## src/core/phy_link_cfg.svh

```systemverilog
// constants for the link control block
//
// Overview of operation
// - resolution ranks 100 full, 100 half, 10 full, 10 half
// - adopt the best mode both sides advertise after comparing abilities
// - without partner negotiation, take the mode seen at the receiver
// - energy-saving ability travels in next-page messages
// - negotiation on after reset; control bit 12 turns it on or off
// - negotiation off: speed from control bit 13, duplex from bit 8
// - a speed change on a live link drops it and re-resolves
// - other changes apply only after restart bit 9 or a relink; a bit 12 change drops a live link at once
// - on completion update link status, partner and expansion registers
// - emission filter set by strap at reset, software write overrides
// - remote loopback resends received line data, full duplex only
// - quality value readable anytime, refreshed at fixed interval
// - cable reflection timing readable as a plain number
// - per-port indicator mode bit 4: 1 single, 0 tri-color default
// - all indicator outputs are active low
// - single: secondary lit on link, primary idle high, blinks on traffic
// - tri-color: no link both high; 100 Mb/s uses primary only
// - tri-color 10 Mb/s: both together; secondary-only never shown
`ifndef PHY_LINK_CFG_SVH
`define PHY_LINK_CFG_SVH

// register indices inside one port window
`define REG_BASIC_CTRL  5'h00
`define REG_BASIC_STAT  5'h01
`define REG_AN_ADV      5'h04
`define REG_AN_PARTNER  5'h05
`define REG_AN_EXPAND   5'h06
`define REG_EEE_ADV     5'h10
`define REG_EEE_PARTNER 5'h11
`define REG_REMOTE_LOOP 5'h12
`define REG_QUALITY     5'h13
`define REG_CABLE       5'h14
`define REG_LED_MODE    5'h15
`define REG_FILTER_ADDR 8'h40

// control field positions
`define CTRL_SOFT_RESET 15
`define CTRL_SPEED_100  13
`define CTRL_AN_ENABLE  12
`define CTRL_AN_RESTART 9
`define CTRL_DUPLEX     8
`define ADV_100_FULL    8
`define ADV_100_HALF    7
`define ADV_10_FULL     6
`define ADV_10_HALF     5
`define STAT_AN_DONE    5
`define STAT_LINK       2
`define LOOP_ENABLE     8
`define LED_SINGLE      4

// reset values, status ability bits and control write mask
`define CTRL_RESET      16'h3100
`define ADV_RESET       16'h01e1
`define EEE_ADV_RESET   16'h0002
`define STAT_ABILITY    16'h7808
`define CTRL_LIVE_MASK  16'h7dff

// timing
`define CLK_PERIOD_NS   10
`define SETTLE_NS       10000
`define SETTLE_CYCLES   (`SETTLE_NS / `CLK_PERIOD_NS)
`define QUALITY_NS      2000
`define QUALITY_CYCLES  (`QUALITY_NS / `CLK_PERIOD_NS)
`define BLINK_MS        30
`define BLINK_CYCLES    (`BLINK_MS * 1000000 / `CLK_PERIOD_NS)

`endif

```

## src/core/phy_link_pkg.sv

```systemverilog
// types shared by the link control block
package phy_link_pkg;
  typedef enum logic [1:0] {LINK_DOWN, LINK_SETTLE, LINK_UP} link_state_type;
  typedef logic [15:0] reg_word_type;
  typedef logic [7:0]  reg_addr_type;
endpackage

```

## src/core/phy_link_control_led.sv

```systemverilog
// link resolution, status registers and indicators for two phy ports
//
// Implementation choices: the register offsets and the strobed register port.
`timescale 1ns/100ps
`default_nettype none
`include "phy_link_cfg.svh"
module phy_link_control_led #(
  parameter int unsigned BLINK_CYCLES = `BLINK_CYCLES
) (
  input  wire logic                 core_clk_i,         // 100 MHz clock
  input  wire logic                 reset_n_i,          // async reset, low
  input  wire phy_link_pkg::reg_addr_type reg_addr_i,   // register address
  input  wire phy_link_pkg::reg_word_type reg_wdata_i,  // write data
  input  wire logic                 reg_write_i,        // write strobe
  input  wire logic                 reg_read_i,         // read strobe
  output phy_link_pkg::reg_word_type reg_rdata_o,       // read data, +1 cycle
  input  wire logic                 filter_strap_pin_i, // filter strap
  input  wire logic [1:0]           energy_detect_i,    // line energy seen
  input  wire logic [1:0]           partner_negotiates_i, // pages seen
  input  wire logic [1:0]           detect_speed_100_i, // fixed 100 signal
  input  wire logic [1:0][15:0]     partner_page_i,     // partner base page
  input  wire logic [1:0][15:0]     partner_next_page_i, // energy save page
  input  wire logic [1:0]           line_activity_i,    // rx or tx traffic
  input  wire logic [1:0][6:0]      quality_raw_i,      // raw quality level
  input  wire logic [1:0][7:0]      cable_delay_i,      // reflection time
  output logic      [1:0]           link_up_o,          // link established
  output logic      [1:0]           speed_100_o,        // 1 = 100 Mb/s
  output logic      [1:0]           full_duplex_o,      // 1 = full duplex
  output logic      [1:0]           remote_loopback_o,  // loop line data
  output logic                      filter_enable_o,    // emission filter
  output logic      [1:0]           port_indicator_primary_o,   // low lit
  output logic      [1:0]           port_indicator_secondary_o  // low lit
);
  import phy_link_pkg::*;

  localparam int SYNC_W = 51;

  // reset release through two flops
  logic [1:0] rst_sync;
  logic       rst_n;

  always_ff @(posedge core_clk_i or negedge reset_n_i)
  begin
    if (!reset_n_i)
      rst_sync <= 2'h0;
    else
      rst_sync <= {rst_sync[0], 1'b1};
  end
  assign rst_n = rst_sync[1];

  // strap capture; software overrides once it writes
  logic       strap_meta;
  logic       strap_q;
  logic [1:0] startup;
  logic       filter_sw_set;
  logic       filter_wr;

  assign filter_wr = reg_write_i && (reg_addr_i == `REG_FILTER_ADDR);

  always_ff @(posedge core_clk_i or negedge rst_n)
  begin
    if (!rst_n)
    begin
      strap_meta <= 1'b0;
      strap_q    <= 1'b0;
    end
    else
    begin
      strap_meta <= filter_strap_pin_i;
      strap_q    <= strap_meta;
    end
  end

  // load the strap once the synchroniser has settled
  always_ff @(posedge core_clk_i or negedge rst_n)
  begin
    if (!rst_n)
    begin
      startup         <= 2'h0;
      filter_sw_set   <= 1'b0;
      filter_enable_o <= 1'b0;
    end
    else
    begin
      if (startup != 2'h3)
        startup <= startup + 2'h1;
      if (filter_wr)
      begin
        filter_sw_set   <= 1'b1;
        filter_enable_o <= reg_wdata_i[0];
      end
      else if (startup == 2'h2 && !filter_sw_set)
        filter_enable_o <= strap_q;
    end
  end

  // shared quality refresh tick
  logic [7:0] quality_count;
  logic       quality_tick;

  assign quality_tick = (quality_count == 8'(`QUALITY_CYCLES - 1));

  always_ff @(posedge core_clk_i or negedge rst_n)
  begin
    if (!rst_n)
      quality_count <= 8'h00;
    else if (quality_tick)
      quality_count <= 8'h00;
    else
      quality_count <= quality_count + 8'h01;
  end

  // pick the best common mode: {ok, speed_100, full}
  function automatic logic [2:0] resolve_mode(input logic [15:0] ours,
                                              input logic [15:0] theirs);
    logic [15:0] common;
    common = ours & theirs;
    if (common[`ADV_100_FULL])
      resolve_mode = 3'b111;
    else if (common[`ADV_100_HALF])
      resolve_mode = 3'b110;
    else if (common[`ADV_10_FULL])
      resolve_mode = 3'b101;
    else if (common[`ADV_10_HALF])
      resolve_mode = 3'b100;
    else
      resolve_mode = 3'b000;
  endfunction

  reg_word_type   ctrl      [2];
  reg_word_type   adv       [2];
  reg_word_type   partner   [2];
  reg_word_type   expand    [2];
  reg_word_type   eee_adv   [2];
  reg_word_type   eee_part  [2];
  reg_word_type   loop_reg  [2];
  reg_word_type   led_mode  [2];
  logic [6:0]     receive_quality_value [2];
  logic [7:0]     cable_value [2];
  logic [1:0]     an_done;
  link_state_type state [2];
  reg_word_type   port_rdata [2];

  genvar p;
  generate
    for (p = 0; p < 2; p++)
    begin : g_port
      logic [SYNC_W-1:0] sync_meta;
      logic [SYNC_W-1:0] sync_q;
      logic              energy;
      logic              part_an;
      logic              det_100;
      logic              activity;
      logic [15:0]       page;
      logic [15:0]       next_page;
      logic [6:0]        quality;
      logic [7:0]        cable;
      logic [9:0]        settle;
      logic [2:0]        mode;
      logic              sel;
      logic              ctrl_wr;
      logic              force_down;

      // pins from the analog side pass two flops first
      always_ff @(posedge core_clk_i or negedge rst_n)
      begin
        if (!rst_n)
        begin
          sync_meta <= '0;
          sync_q    <= '0;
        end
        else
        begin
          sync_meta <= {energy_detect_i[p], partner_negotiates_i[p],
                        detect_speed_100_i[p], line_activity_i[p],
                        partner_page_i[p], partner_next_page_i[p],
                        quality_raw_i[p], cable_delay_i[p]};
          sync_q    <= sync_meta;
        end
      end
      assign {energy, part_an, det_100, activity, page, next_page,
              quality, cable} = sync_q;

      assign sel     = (reg_addr_i[7:6] == 2'h0) && (reg_addr_i[5] == p);
      assign ctrl_wr = reg_write_i && sel &&
                       (reg_addr_i[4:0] == `REG_BASIC_CTRL);
      assign mode    = resolve_mode(adv[p], page);

      // live speed or an change drops link
      assign force_down = ctrl_wr && (reg_wdata_i[`CTRL_AN_RESTART] ||
        reg_wdata_i[`CTRL_SOFT_RESET] ||
        (state[p] == LINK_UP &&
         (reg_wdata_i[`CTRL_SPEED_100] != ctrl[p][`CTRL_SPEED_100] ||
          reg_wdata_i[`CTRL_AN_ENABLE] != ctrl[p][`CTRL_AN_ENABLE])));

      // software registers; restart and reset bits self clear
      always_ff @(posedge core_clk_i or negedge rst_n)
      begin
        if (!rst_n)
        begin
          ctrl[p]     <= `CTRL_RESET;
          adv[p]      <= `ADV_RESET;
          eee_adv[p]  <= `EEE_ADV_RESET;
          loop_reg[p] <= 16'h0000;
          led_mode[p] <= 16'h0000;
        end
        else if (ctrl_wr && reg_wdata_i[`CTRL_SOFT_RESET])
        begin
          ctrl[p] <= `CTRL_RESET;
          adv[p]  <= `ADV_RESET;
        end
        else if (reg_write_i && sel)
        begin
          case (reg_addr_i[4:0])
            `REG_BASIC_CTRL:  ctrl[p] <= reg_wdata_i & `CTRL_LIVE_MASK;
            `REG_AN_ADV:      adv[p] <= reg_wdata_i;
            `REG_EEE_ADV:     eee_adv[p] <= reg_wdata_i;
            `REG_REMOTE_LOOP: loop_reg[p] <= reg_wdata_i;
            `REG_LED_MODE:    led_mode[p] <= reg_wdata_i;
            default:          ;
          endcase
        end
      end

      // link resolution; settings sampled at link up
      always_ff @(posedge core_clk_i or negedge rst_n)
      begin
        if (!rst_n)
        begin
          state[p]         <= LINK_DOWN;
          settle           <= 10'h000;
          link_up_o[p]     <= 1'b0;
          speed_100_o[p]   <= 1'b0;
          full_duplex_o[p] <= 1'b0;
          an_done[p]       <= 1'b0;
          partner[p]       <= 16'h0000;
          expand[p]        <= 16'h0000;
          eee_part[p]      <= 16'h0000;
        end
        else if (force_down)
        begin
          state[p]     <= LINK_DOWN;
          link_up_o[p] <= 1'b0;
          an_done[p]   <= 1'b0;
        end
        else
        begin
          case (state[p])
            LINK_DOWN:
            begin
              link_up_o[p] <= 1'b0;
              an_done[p]   <= 1'b0;
              settle       <= 10'h000;
              if (energy)
                state[p] <= LINK_SETTLE;
            end
            LINK_SETTLE:
            begin
              settle <= settle + 10'h001;
              if (!energy)
                state[p] <= LINK_DOWN;
              else if (settle == 10'(`SETTLE_CYCLES - 1))
              begin
                if (ctrl[p][`CTRL_AN_ENABLE] && part_an)
                begin
                  // both sides compared; best common mode wins
                  if (mode[2])
                  begin
                    state[p]         <= LINK_UP;
                    link_up_o[p]     <= 1'b1;
                    speed_100_o[p]   <= mode[1];
                    full_duplex_o[p] <= mode[0];
                    an_done[p]       <= 1'b1;
                    partner[p]       <= page;
                    expand[p]        <= 16'h0003;
                    eee_part[p]      <= next_page;
                  end
                  else
                    state[p] <= LINK_DOWN;
                end
                else if (ctrl[p][`CTRL_AN_ENABLE])
                begin
                  // partner silent: parallel detection, half duplex
                  state[p]         <= LINK_UP;
                  link_up_o[p]     <= 1'b1;
                  speed_100_o[p]   <= det_100;
                  full_duplex_o[p] <= 1'b0;
                  partner[p]       <= 16'h0000;
                  expand[p]        <= 16'h0000;
                  eee_part[p]      <= 16'h0000;
                end
                else
                begin
                  state[p]         <= LINK_UP;
                  link_up_o[p]     <= 1'b1;
                  speed_100_o[p]   <= ctrl[p][`CTRL_SPEED_100];
                  full_duplex_o[p] <= ctrl[p][`CTRL_DUPLEX];
                end
              end
            end
            LINK_UP:
            begin
              // duplex or pause edits wait for restart or relink
              if (!energy)
              begin
                state[p]     <= LINK_DOWN;
                link_up_o[p] <= 1'b0;
                an_done[p]   <= 1'b0;
              end
            end
            default:
              state[p] <= LINK_DOWN;
          endcase
        end
      end

      // readouts refreshed without hysteresis
      always_ff @(posedge core_clk_i or negedge rst_n)
      begin
        if (!rst_n)
        begin
          receive_quality_value[p] <= 7'h00;
          cable_value[p]           <= 8'h00;
        end
        else
        begin
          if (quality_tick)
            receive_quality_value[p] <= quality;
          cable_value[p] <= cable;
        end
      end

      // loopback only meaningful on a full duplex link
      always_ff @(posedge core_clk_i or negedge rst_n)
      begin
        if (!rst_n)
          remote_loopback_o[p] <= 1'b0;
        else
          remote_loopback_o[p] <= loop_reg[p][`LOOP_ENABLE] &&
                                  link_up_o[p] && full_duplex_o[p];
      end

      // per-port read mux
      always_comb
      begin
        case (reg_addr_i[4:0])
          `REG_BASIC_CTRL:  port_rdata[p] = ctrl[p];
          `REG_BASIC_STAT:  port_rdata[p] = `STAT_ABILITY |
                              {10'h000, an_done[p], 2'h0,
                               link_up_o[p], 2'h0};
          `REG_AN_ADV:      port_rdata[p] = adv[p];
          `REG_AN_PARTNER:  port_rdata[p] = partner[p];
          `REG_AN_EXPAND:   port_rdata[p] = expand[p];
          `REG_EEE_ADV:     port_rdata[p] = eee_adv[p];
          `REG_EEE_PARTNER: port_rdata[p] = eee_part[p];
          `REG_REMOTE_LOOP: port_rdata[p] = loop_reg[p];
          `REG_QUALITY:     port_rdata[p] = {9'h000,
                                             receive_quality_value[p]};
          `REG_CABLE:       port_rdata[p] = {8'h00, cable_value[p]};
          `REG_LED_MODE:    port_rdata[p] = led_mode[p];
          default:          port_rdata[p] = 16'h0000;
        endcase
      end

      phy_led_driver #(
        .BLINK_CYCLES (BLINK_CYCLES)
      ) u_led (
        .core_clk_i    (core_clk_i),
        .rst_n_i       (rst_n),
        .link_up_i     (link_up_o[p]),
        .speed_100_i   (speed_100_o[p]),
        .activity_i    (activity),
        .single_mode_i (led_mode[p][`LED_SINGLE]),
        .primary_n_o   (port_indicator_primary_o[p]),
        .secondary_n_o (port_indicator_secondary_o[p])
      );
    end
  endgenerate

  // read data stands one cycle after the strobe
  always_ff @(posedge core_clk_i or negedge rst_n)
  begin
    if (!rst_n)
      reg_rdata_o <= 16'h0000;
    else if (!reg_read_i)
      reg_rdata_o <= 16'h0000;
    else if (reg_addr_i == `REG_FILTER_ADDR)
      reg_rdata_o <= {15'h0000, filter_enable_o};
    else if (reg_addr_i[7:6] == 2'h0)
      reg_rdata_o <= port_rdata[reg_addr_i[5]];
    else
      reg_rdata_o <= 16'h0000;
  end
endmodule
`default_nettype wire

```

## src/core/phy_led_driver.sv

```systemverilog
// indicator pair driver for one port
`timescale 1ns/100ps
`default_nettype none
module phy_led_driver #(
  parameter int unsigned BLINK_CYCLES = 3000000
) (
  input  wire logic core_clk_i,      // device clock
  input  wire logic rst_n_i,         // synchronised reset, low active
  input  wire logic link_up_i,       // resolved link state
  input  wire logic speed_100_i,     // resolved speed
  input  wire logic activity_i,      // synchronised rx or tx activity
  input  wire logic single_mode_i,   // 1 single, 0 tri-color
  output logic      primary_n_o,     // primary indicator, low lights
  output logic      secondary_n_o    // secondary indicator, low lights
);
  import phy_link_pkg::*;

  logic [21:0] tick_count;
  logic        tick;
  logic        pending;
  logic        blink;

  assign tick = (tick_count == 22'(BLINK_CYCLES - 1));

  // free running blink period
  always_ff @(posedge core_clk_i or negedge rst_n_i)
  begin
    if (!rst_n_i)
      tick_count <= 22'h000000;
    else if (tick)
      tick_count <= 22'h000000;
    else
      tick_count <= tick_count + 22'h000001;
  end

  // stretch bursts so one frame still gives a visible blink
  always_ff @(posedge core_clk_i or negedge rst_n_i)
  begin
    if (!rst_n_i)
      pending <= 1'b0;
    else
      pending <= activity_i | (pending & ~tick);
  end

  // blink phase toggles per period of traffic
  always_ff @(posedge core_clk_i or negedge rst_n_i)
  begin
    if (!rst_n_i)
      blink <= 1'b0;
    else if (!link_up_i)
      blink <= 1'b0;
    else if (tick)
      blink <= pending ? ~blink : 1'b0;
  end

  // outputs low active; secondary never lit alone in tri-color
  always_ff @(posedge core_clk_i or negedge rst_n_i)
  begin
    if (!rst_n_i)
    begin
      primary_n_o   <= 1'b1;
      secondary_n_o <= 1'b1;
    end
    else if (single_mode_i)
    begin
      secondary_n_o <= ~link_up_i;
      primary_n_o   <= ~blink;
    end
    else if (!link_up_i)
    begin
      primary_n_o   <= 1'b1;
      secondary_n_o <= 1'b1;
    end
    else if (speed_100_i)
    begin
      primary_n_o   <= blink;
      secondary_n_o <= 1'b1;
    end
    else
    begin
      primary_n_o   <= blink;
      secondary_n_o <= blink;
    end
  end
endmodule
`default_nettype wire

```

## config.mk

```make
export PLATFORM = sky130hd
export DESIGN_NAME = phy_link_control_led
export DESIGN_NICKNAME = d
export VERILOG_FILES = /design/src/core/phy_link_pkg.sv /design/src/core/phy_link_control_led.sv /design/src/core/phy_led_driver.sv
export VERILOG_INCLUDE_DIRS = /design/src /design/src/core
export SDC_FILE = /design/constraint.sdc
export NUM_CORES = 1
export LEC_CHECK = 0
export BUFFER_PORTS_ARGS = -buffer_cell sky130_fd_sc_hd__buf_2
export CAP_MARGIN = 20
export CELL_PAD_IN_SITES_DETAIL_PLACEMENT = 2
export CELL_PAD_IN_SITES_GLOBAL_PLACEMENT = 2
export CORE_ASPECT_RATIO = 0.7
export CORE_UTILIZATION = 45
export DETAILED_ROUTE_END_ITERATION = 16
export HOLD_SLACK_MARGIN = 0.02
export PLACE_DENSITY_LB_ADDON = 0.3
export SYNTH_ARGS = -nofsm -noshare
export SYNTH_HDL_FRONTEND = slang
export SYNTH_SLANG_ARGS = --single-unit
```

## constraint.sdc

```tcl
create_clock -name core_clk_i -period 26.4 [get_ports core_clk_i]
set_input_delay 5.28 -clock core_clk_i [delete_from_list [all_inputs] [get_ports core_clk_i]]
set_output_delay 5.28 -clock core_clk_i [all_outputs]
set_load 0.1 [all_outputs]
```

==> results.py <==
metrics = {
    "worst_setup_path": {
        "cp_max_fo": 27,
        "startpoint": "reg_addr_i[5]",
        "cp-start-kind": "input port",
        "cp_data_arrival_time_ns": 8.42,
        "reg2reg_depth": 7,
        "r2r_start": "g_port[1].settle[0]$_DFFE_PN0P_",
        "worstSetupPathType": "input port to flip-flop",
        "crit_required_ns": 26.85,
        "endpoint_kind": "flip-flop",
    },
    "placement": {
        "dpl.hpwl_mm": 47.25,
        "dpl.cell_count": 2422,
        "port_buffers": 159,
        "routabilityCongestion": 0.8634,
    },
    "power_and_ir_drop": {
        "switching_share_pct": 23.41,
        "pwr-share-clk_pct": 45.3,
        "seq_power_share_pct": 50.6,
        "pwr-share-comb_pct": 4.1,
        "power.leakage_nw": 11.85,
        "peakVddDrop_mv": 0.05069,
        "powerDensity_mw_per_mm2": 73.54,
        "p_int_mw": 1.415,
        "p_switching_mw": 0.4325,
    },
    "synthesis": {
        "synth_mux_area_share_pct": 6.410,
        "syn_area_mm2": 0.02180,
        "synthSimpleGateAreaFrac_pct": 11.69,
        "ys_async_sr_fraction_pct": 100.0,
        "synth_ff_type": "dfrtp_1",
        "synth-edff-count": 0,
        "synth_top_area_share_pct": 63.35,
        "synth_top_family_by_area": "simple AND/OR/NAND/NOR gates",
        "yosys_warnings": 0,
        "syn_nets": 1832,
        "synth_top_cell_by_area": "dfrtp_1",
        "yosys.area_share.xor_xnor_pct": 1.848,
        "ys_seq_elements": 574,
        "synthCells": 1694,
        "synthAdderAreaFrac_pct": 0.4017,
        "avgSynthCellArea_um2": 12.87,
        "synth_area_leaders": "dfrtp_1 (63%), mux2_2 (5.9%), a22o_1 (3.3%)",
        "seq_area_frac_synth_pct": 66.00,
        "synth_cell_types": 78,
        "synth-compound-area-share_pct": 10.87,
    },
    "global_routing": {
        "grtUsageTotal_pct": 30.34,
        "grt_pass1_wl_mm": 110.6,
        "grt_pass1_vias": 17000,
        "grt_start_max_net_pins": 192,
        "grt_overflow": 0,
        "grt_antenna_before_repair": 7,
    },
    "clock_tree": {
        "postCtsHoldBufs": 0,
        "htree_num_levels": 2,
        "clkTransAtPathRegs_ns": 0.06,
        "clock_path_buffers": 3,
        "clockRootBuffer": "clkbuf_16",
        "cts_tree": "built",
        "cts_buffers": 54,
        "clkLatencyLatePin_ns": 0.65,
        "cts.sinks": 574,
        "post_cts_buffers": 0,
        "post_cts_resized": 0,
    },
    "die": {
        "die_height_um": 186.2,
        "die-area_mm2": 0.04935,
        "start_util_pct": 45.55,
        "num_rows": 67,
        "design.portCount": 160,
        "die_x_um": 265.1,
        "core_area_mm2": 0.04787,
    },
    "drt": {
        "routed_wirelength_mm": 73.38,
        "drtIter0Drc": 1138,
        "dr.pass1.iters": 10,
        "drtAntennaViolNets": 0,
        "drc_errors": 0,
        "wire_per_inst_um": 29.02,
        "vias": 15230,
        "via_per_inst": 6.023,
    },
    "cells_and_area": {
        "regArea_mm2": 0.01440,
        "multi_input_area_mm2": 0.006834,
        "nets": 1966,
        "drive_gt1_share_pct": 23.84,
        "finalNonFillerCells": 2529,
        "fill_cells": 4459,
        "reg.largest.list": "g_port.sync_meta (102), g_port.sync_q (102), g_port.u_led.tick_count (44)",
        "syn_to_final_growth_pct": 15.24,
    },
    "sta": {
        "final.period_utilization_pct": 30.17,
        "setup_viol": 0,
        "tightest_slew_ns": 1.242,
        "fin_crit_ns": 7.964,
        "relSlewSlack_pct": 17.01,
        "hold_viol": 0,
        "rsz0062_at_grt": "no",
        "finalMaxSlewViolations": 0,
        "skew_ns": 0.02953,
        "finalSetupTns_ns": 0,
        "fmax_ghz": 0.1256,
    },
    "worst_hold_path": {
        "holdPathStages": 0,
        "hold_path.startpoint": "g_port[1].sync_meta[29]$_DFF_PN0_",
        "hp-class": "flip-flop to flip-flop",
    },
    "status": {
        "status": "finished, final reports clean",
    },
    "run": {
        "maxCapViolations": 0,
    },
}
-- per-layer routing --
metal	share of wire, %	wire, um	vias to the layer above	track usage, %
met5	0.031	23	-	0
met4	2.9	2123	4	10.54
met3	7.2	5277	150	5.911
met2	49	35700	576	50.60
met1	41	30260	8174	40.02
li1	-	-	6328	-
-- worst paths after layout --
path,end,slack (ns)
setup / recovery,adv[20]$_DFFE_PN0P_,18.44
hold / removal,g_port[1].sync_q[29]$_DFF_PN0_,0.35
setup reg to reg,eee_part[5]$_DFFE_PN0P_,23.17
hold reg to reg,g_port[1].sync_q[29]$_DFF_PN0_,0.35
max in group asynchronous,rst_sync[1]$_DFF_PN0_,21.86
min in group asynchronous,eee_part[10]$_DFFE_PN0P_,0.50
-- per-stage QoR --
stage	worst slack [ns]	hold slack, ns	utilization (%)	power [mW]	instance area, um2
floorplan	9.255	0.3312	-	0.9830	21800
CTS	18.56	0.3490	52.31	1.864	25040
detailed placement	17.89	0.3364	48.31	1.024	23120
global placement	17.89	0.3334	48.24	1.016	23090
global route	18.38	0.3551	52.49	1.901	25130
finish	18.44	0.3475	52.50	1.848	25130
-- critical path: stages --
cell	delay, ns
buf_2	0.38
nor4b_4	0.79
nand2_1	0.75
nor2_1	1.01
a21oi_1	0.18
-- power by group through the flow --
stage               registers [mW]  clock network (mW)  logic [mW]
global route                 0.938               0.881      0.0819
detailed placement           0.950                   0      0.0738
CTS                          0.935               0.853      0.0756
floorplan                    0.953                   0      0.0298
global placement             0.947                   0      0.0692
finish                       0.935               0.836      0.0762
-- Yosys cell counts (all sizes together), types with 7 or more instances --
| cell | count |
|---|---|
| dfrtp | 552 |
| nand2 | 186 |
| mux2 | 115 |
| a22o | 81 |
| nor2 | 69 |
| and3 | 62 |
| clkbuf | 62 |
| a22oi | 59 |
| nand3 | 54 |
| buf | 49 |
| o21ai | 47 |
| a21oi | 45 |
| xor2 | 27 |
| nand4 | 26 |
| dfstp | 22 |
| xnor2 | 19 |
| nor3 | 16 |
| inv | 15 |
| a2111oi | 12 |
| and2 | 12 |
| nor2b | 11 |
| a21o | 9 |
| and4 | 9 |
| mux2i | 8 |
| nand4b | 8 |
| a31o | 7 |
| a31oi | 7 |
| ha | 7 |
-- kinds of logic after synthesis --
logic type,Yosys count
buf+inv,126
xor+xnor,46
flops,574
simple gates,498
mux,124
compound gates,318
fa+ha+maj,7
other cells,1
-- cells in the final DEF, fill, tap and decap left out, types with 19 or more instances in the layout --
master     count
and3_1        62
xor2_1        27
a21oi_1       45
a22o_1        81
clkbuf_16     55
nand4_1       26
nor2_1        67
xnor2_1       19
nand2_1      183
buf_4         20
mux2_2       115
a22oi_1       59
nand3_1       54
o21ai_0       46
dfrtp_1      551
buf_2        159
dfstp_2       22
-- final cells by class --
type | instances | share of cell area (%)
Clock buffer | 75 | 6.294
Sequential cell | 574 | 57.29
Clock inverter | 24 | 1.334
Multi-Input combinational cell | 994 | 27.20
Antenna cell | 3 | 0.02988
Timing Repair Buffer | 189 | 4.372
Inverter | 15 | 0.2241
Tap cell | 655 | 3.261
No activity file was read; power rests on OpenSTA's default activity.
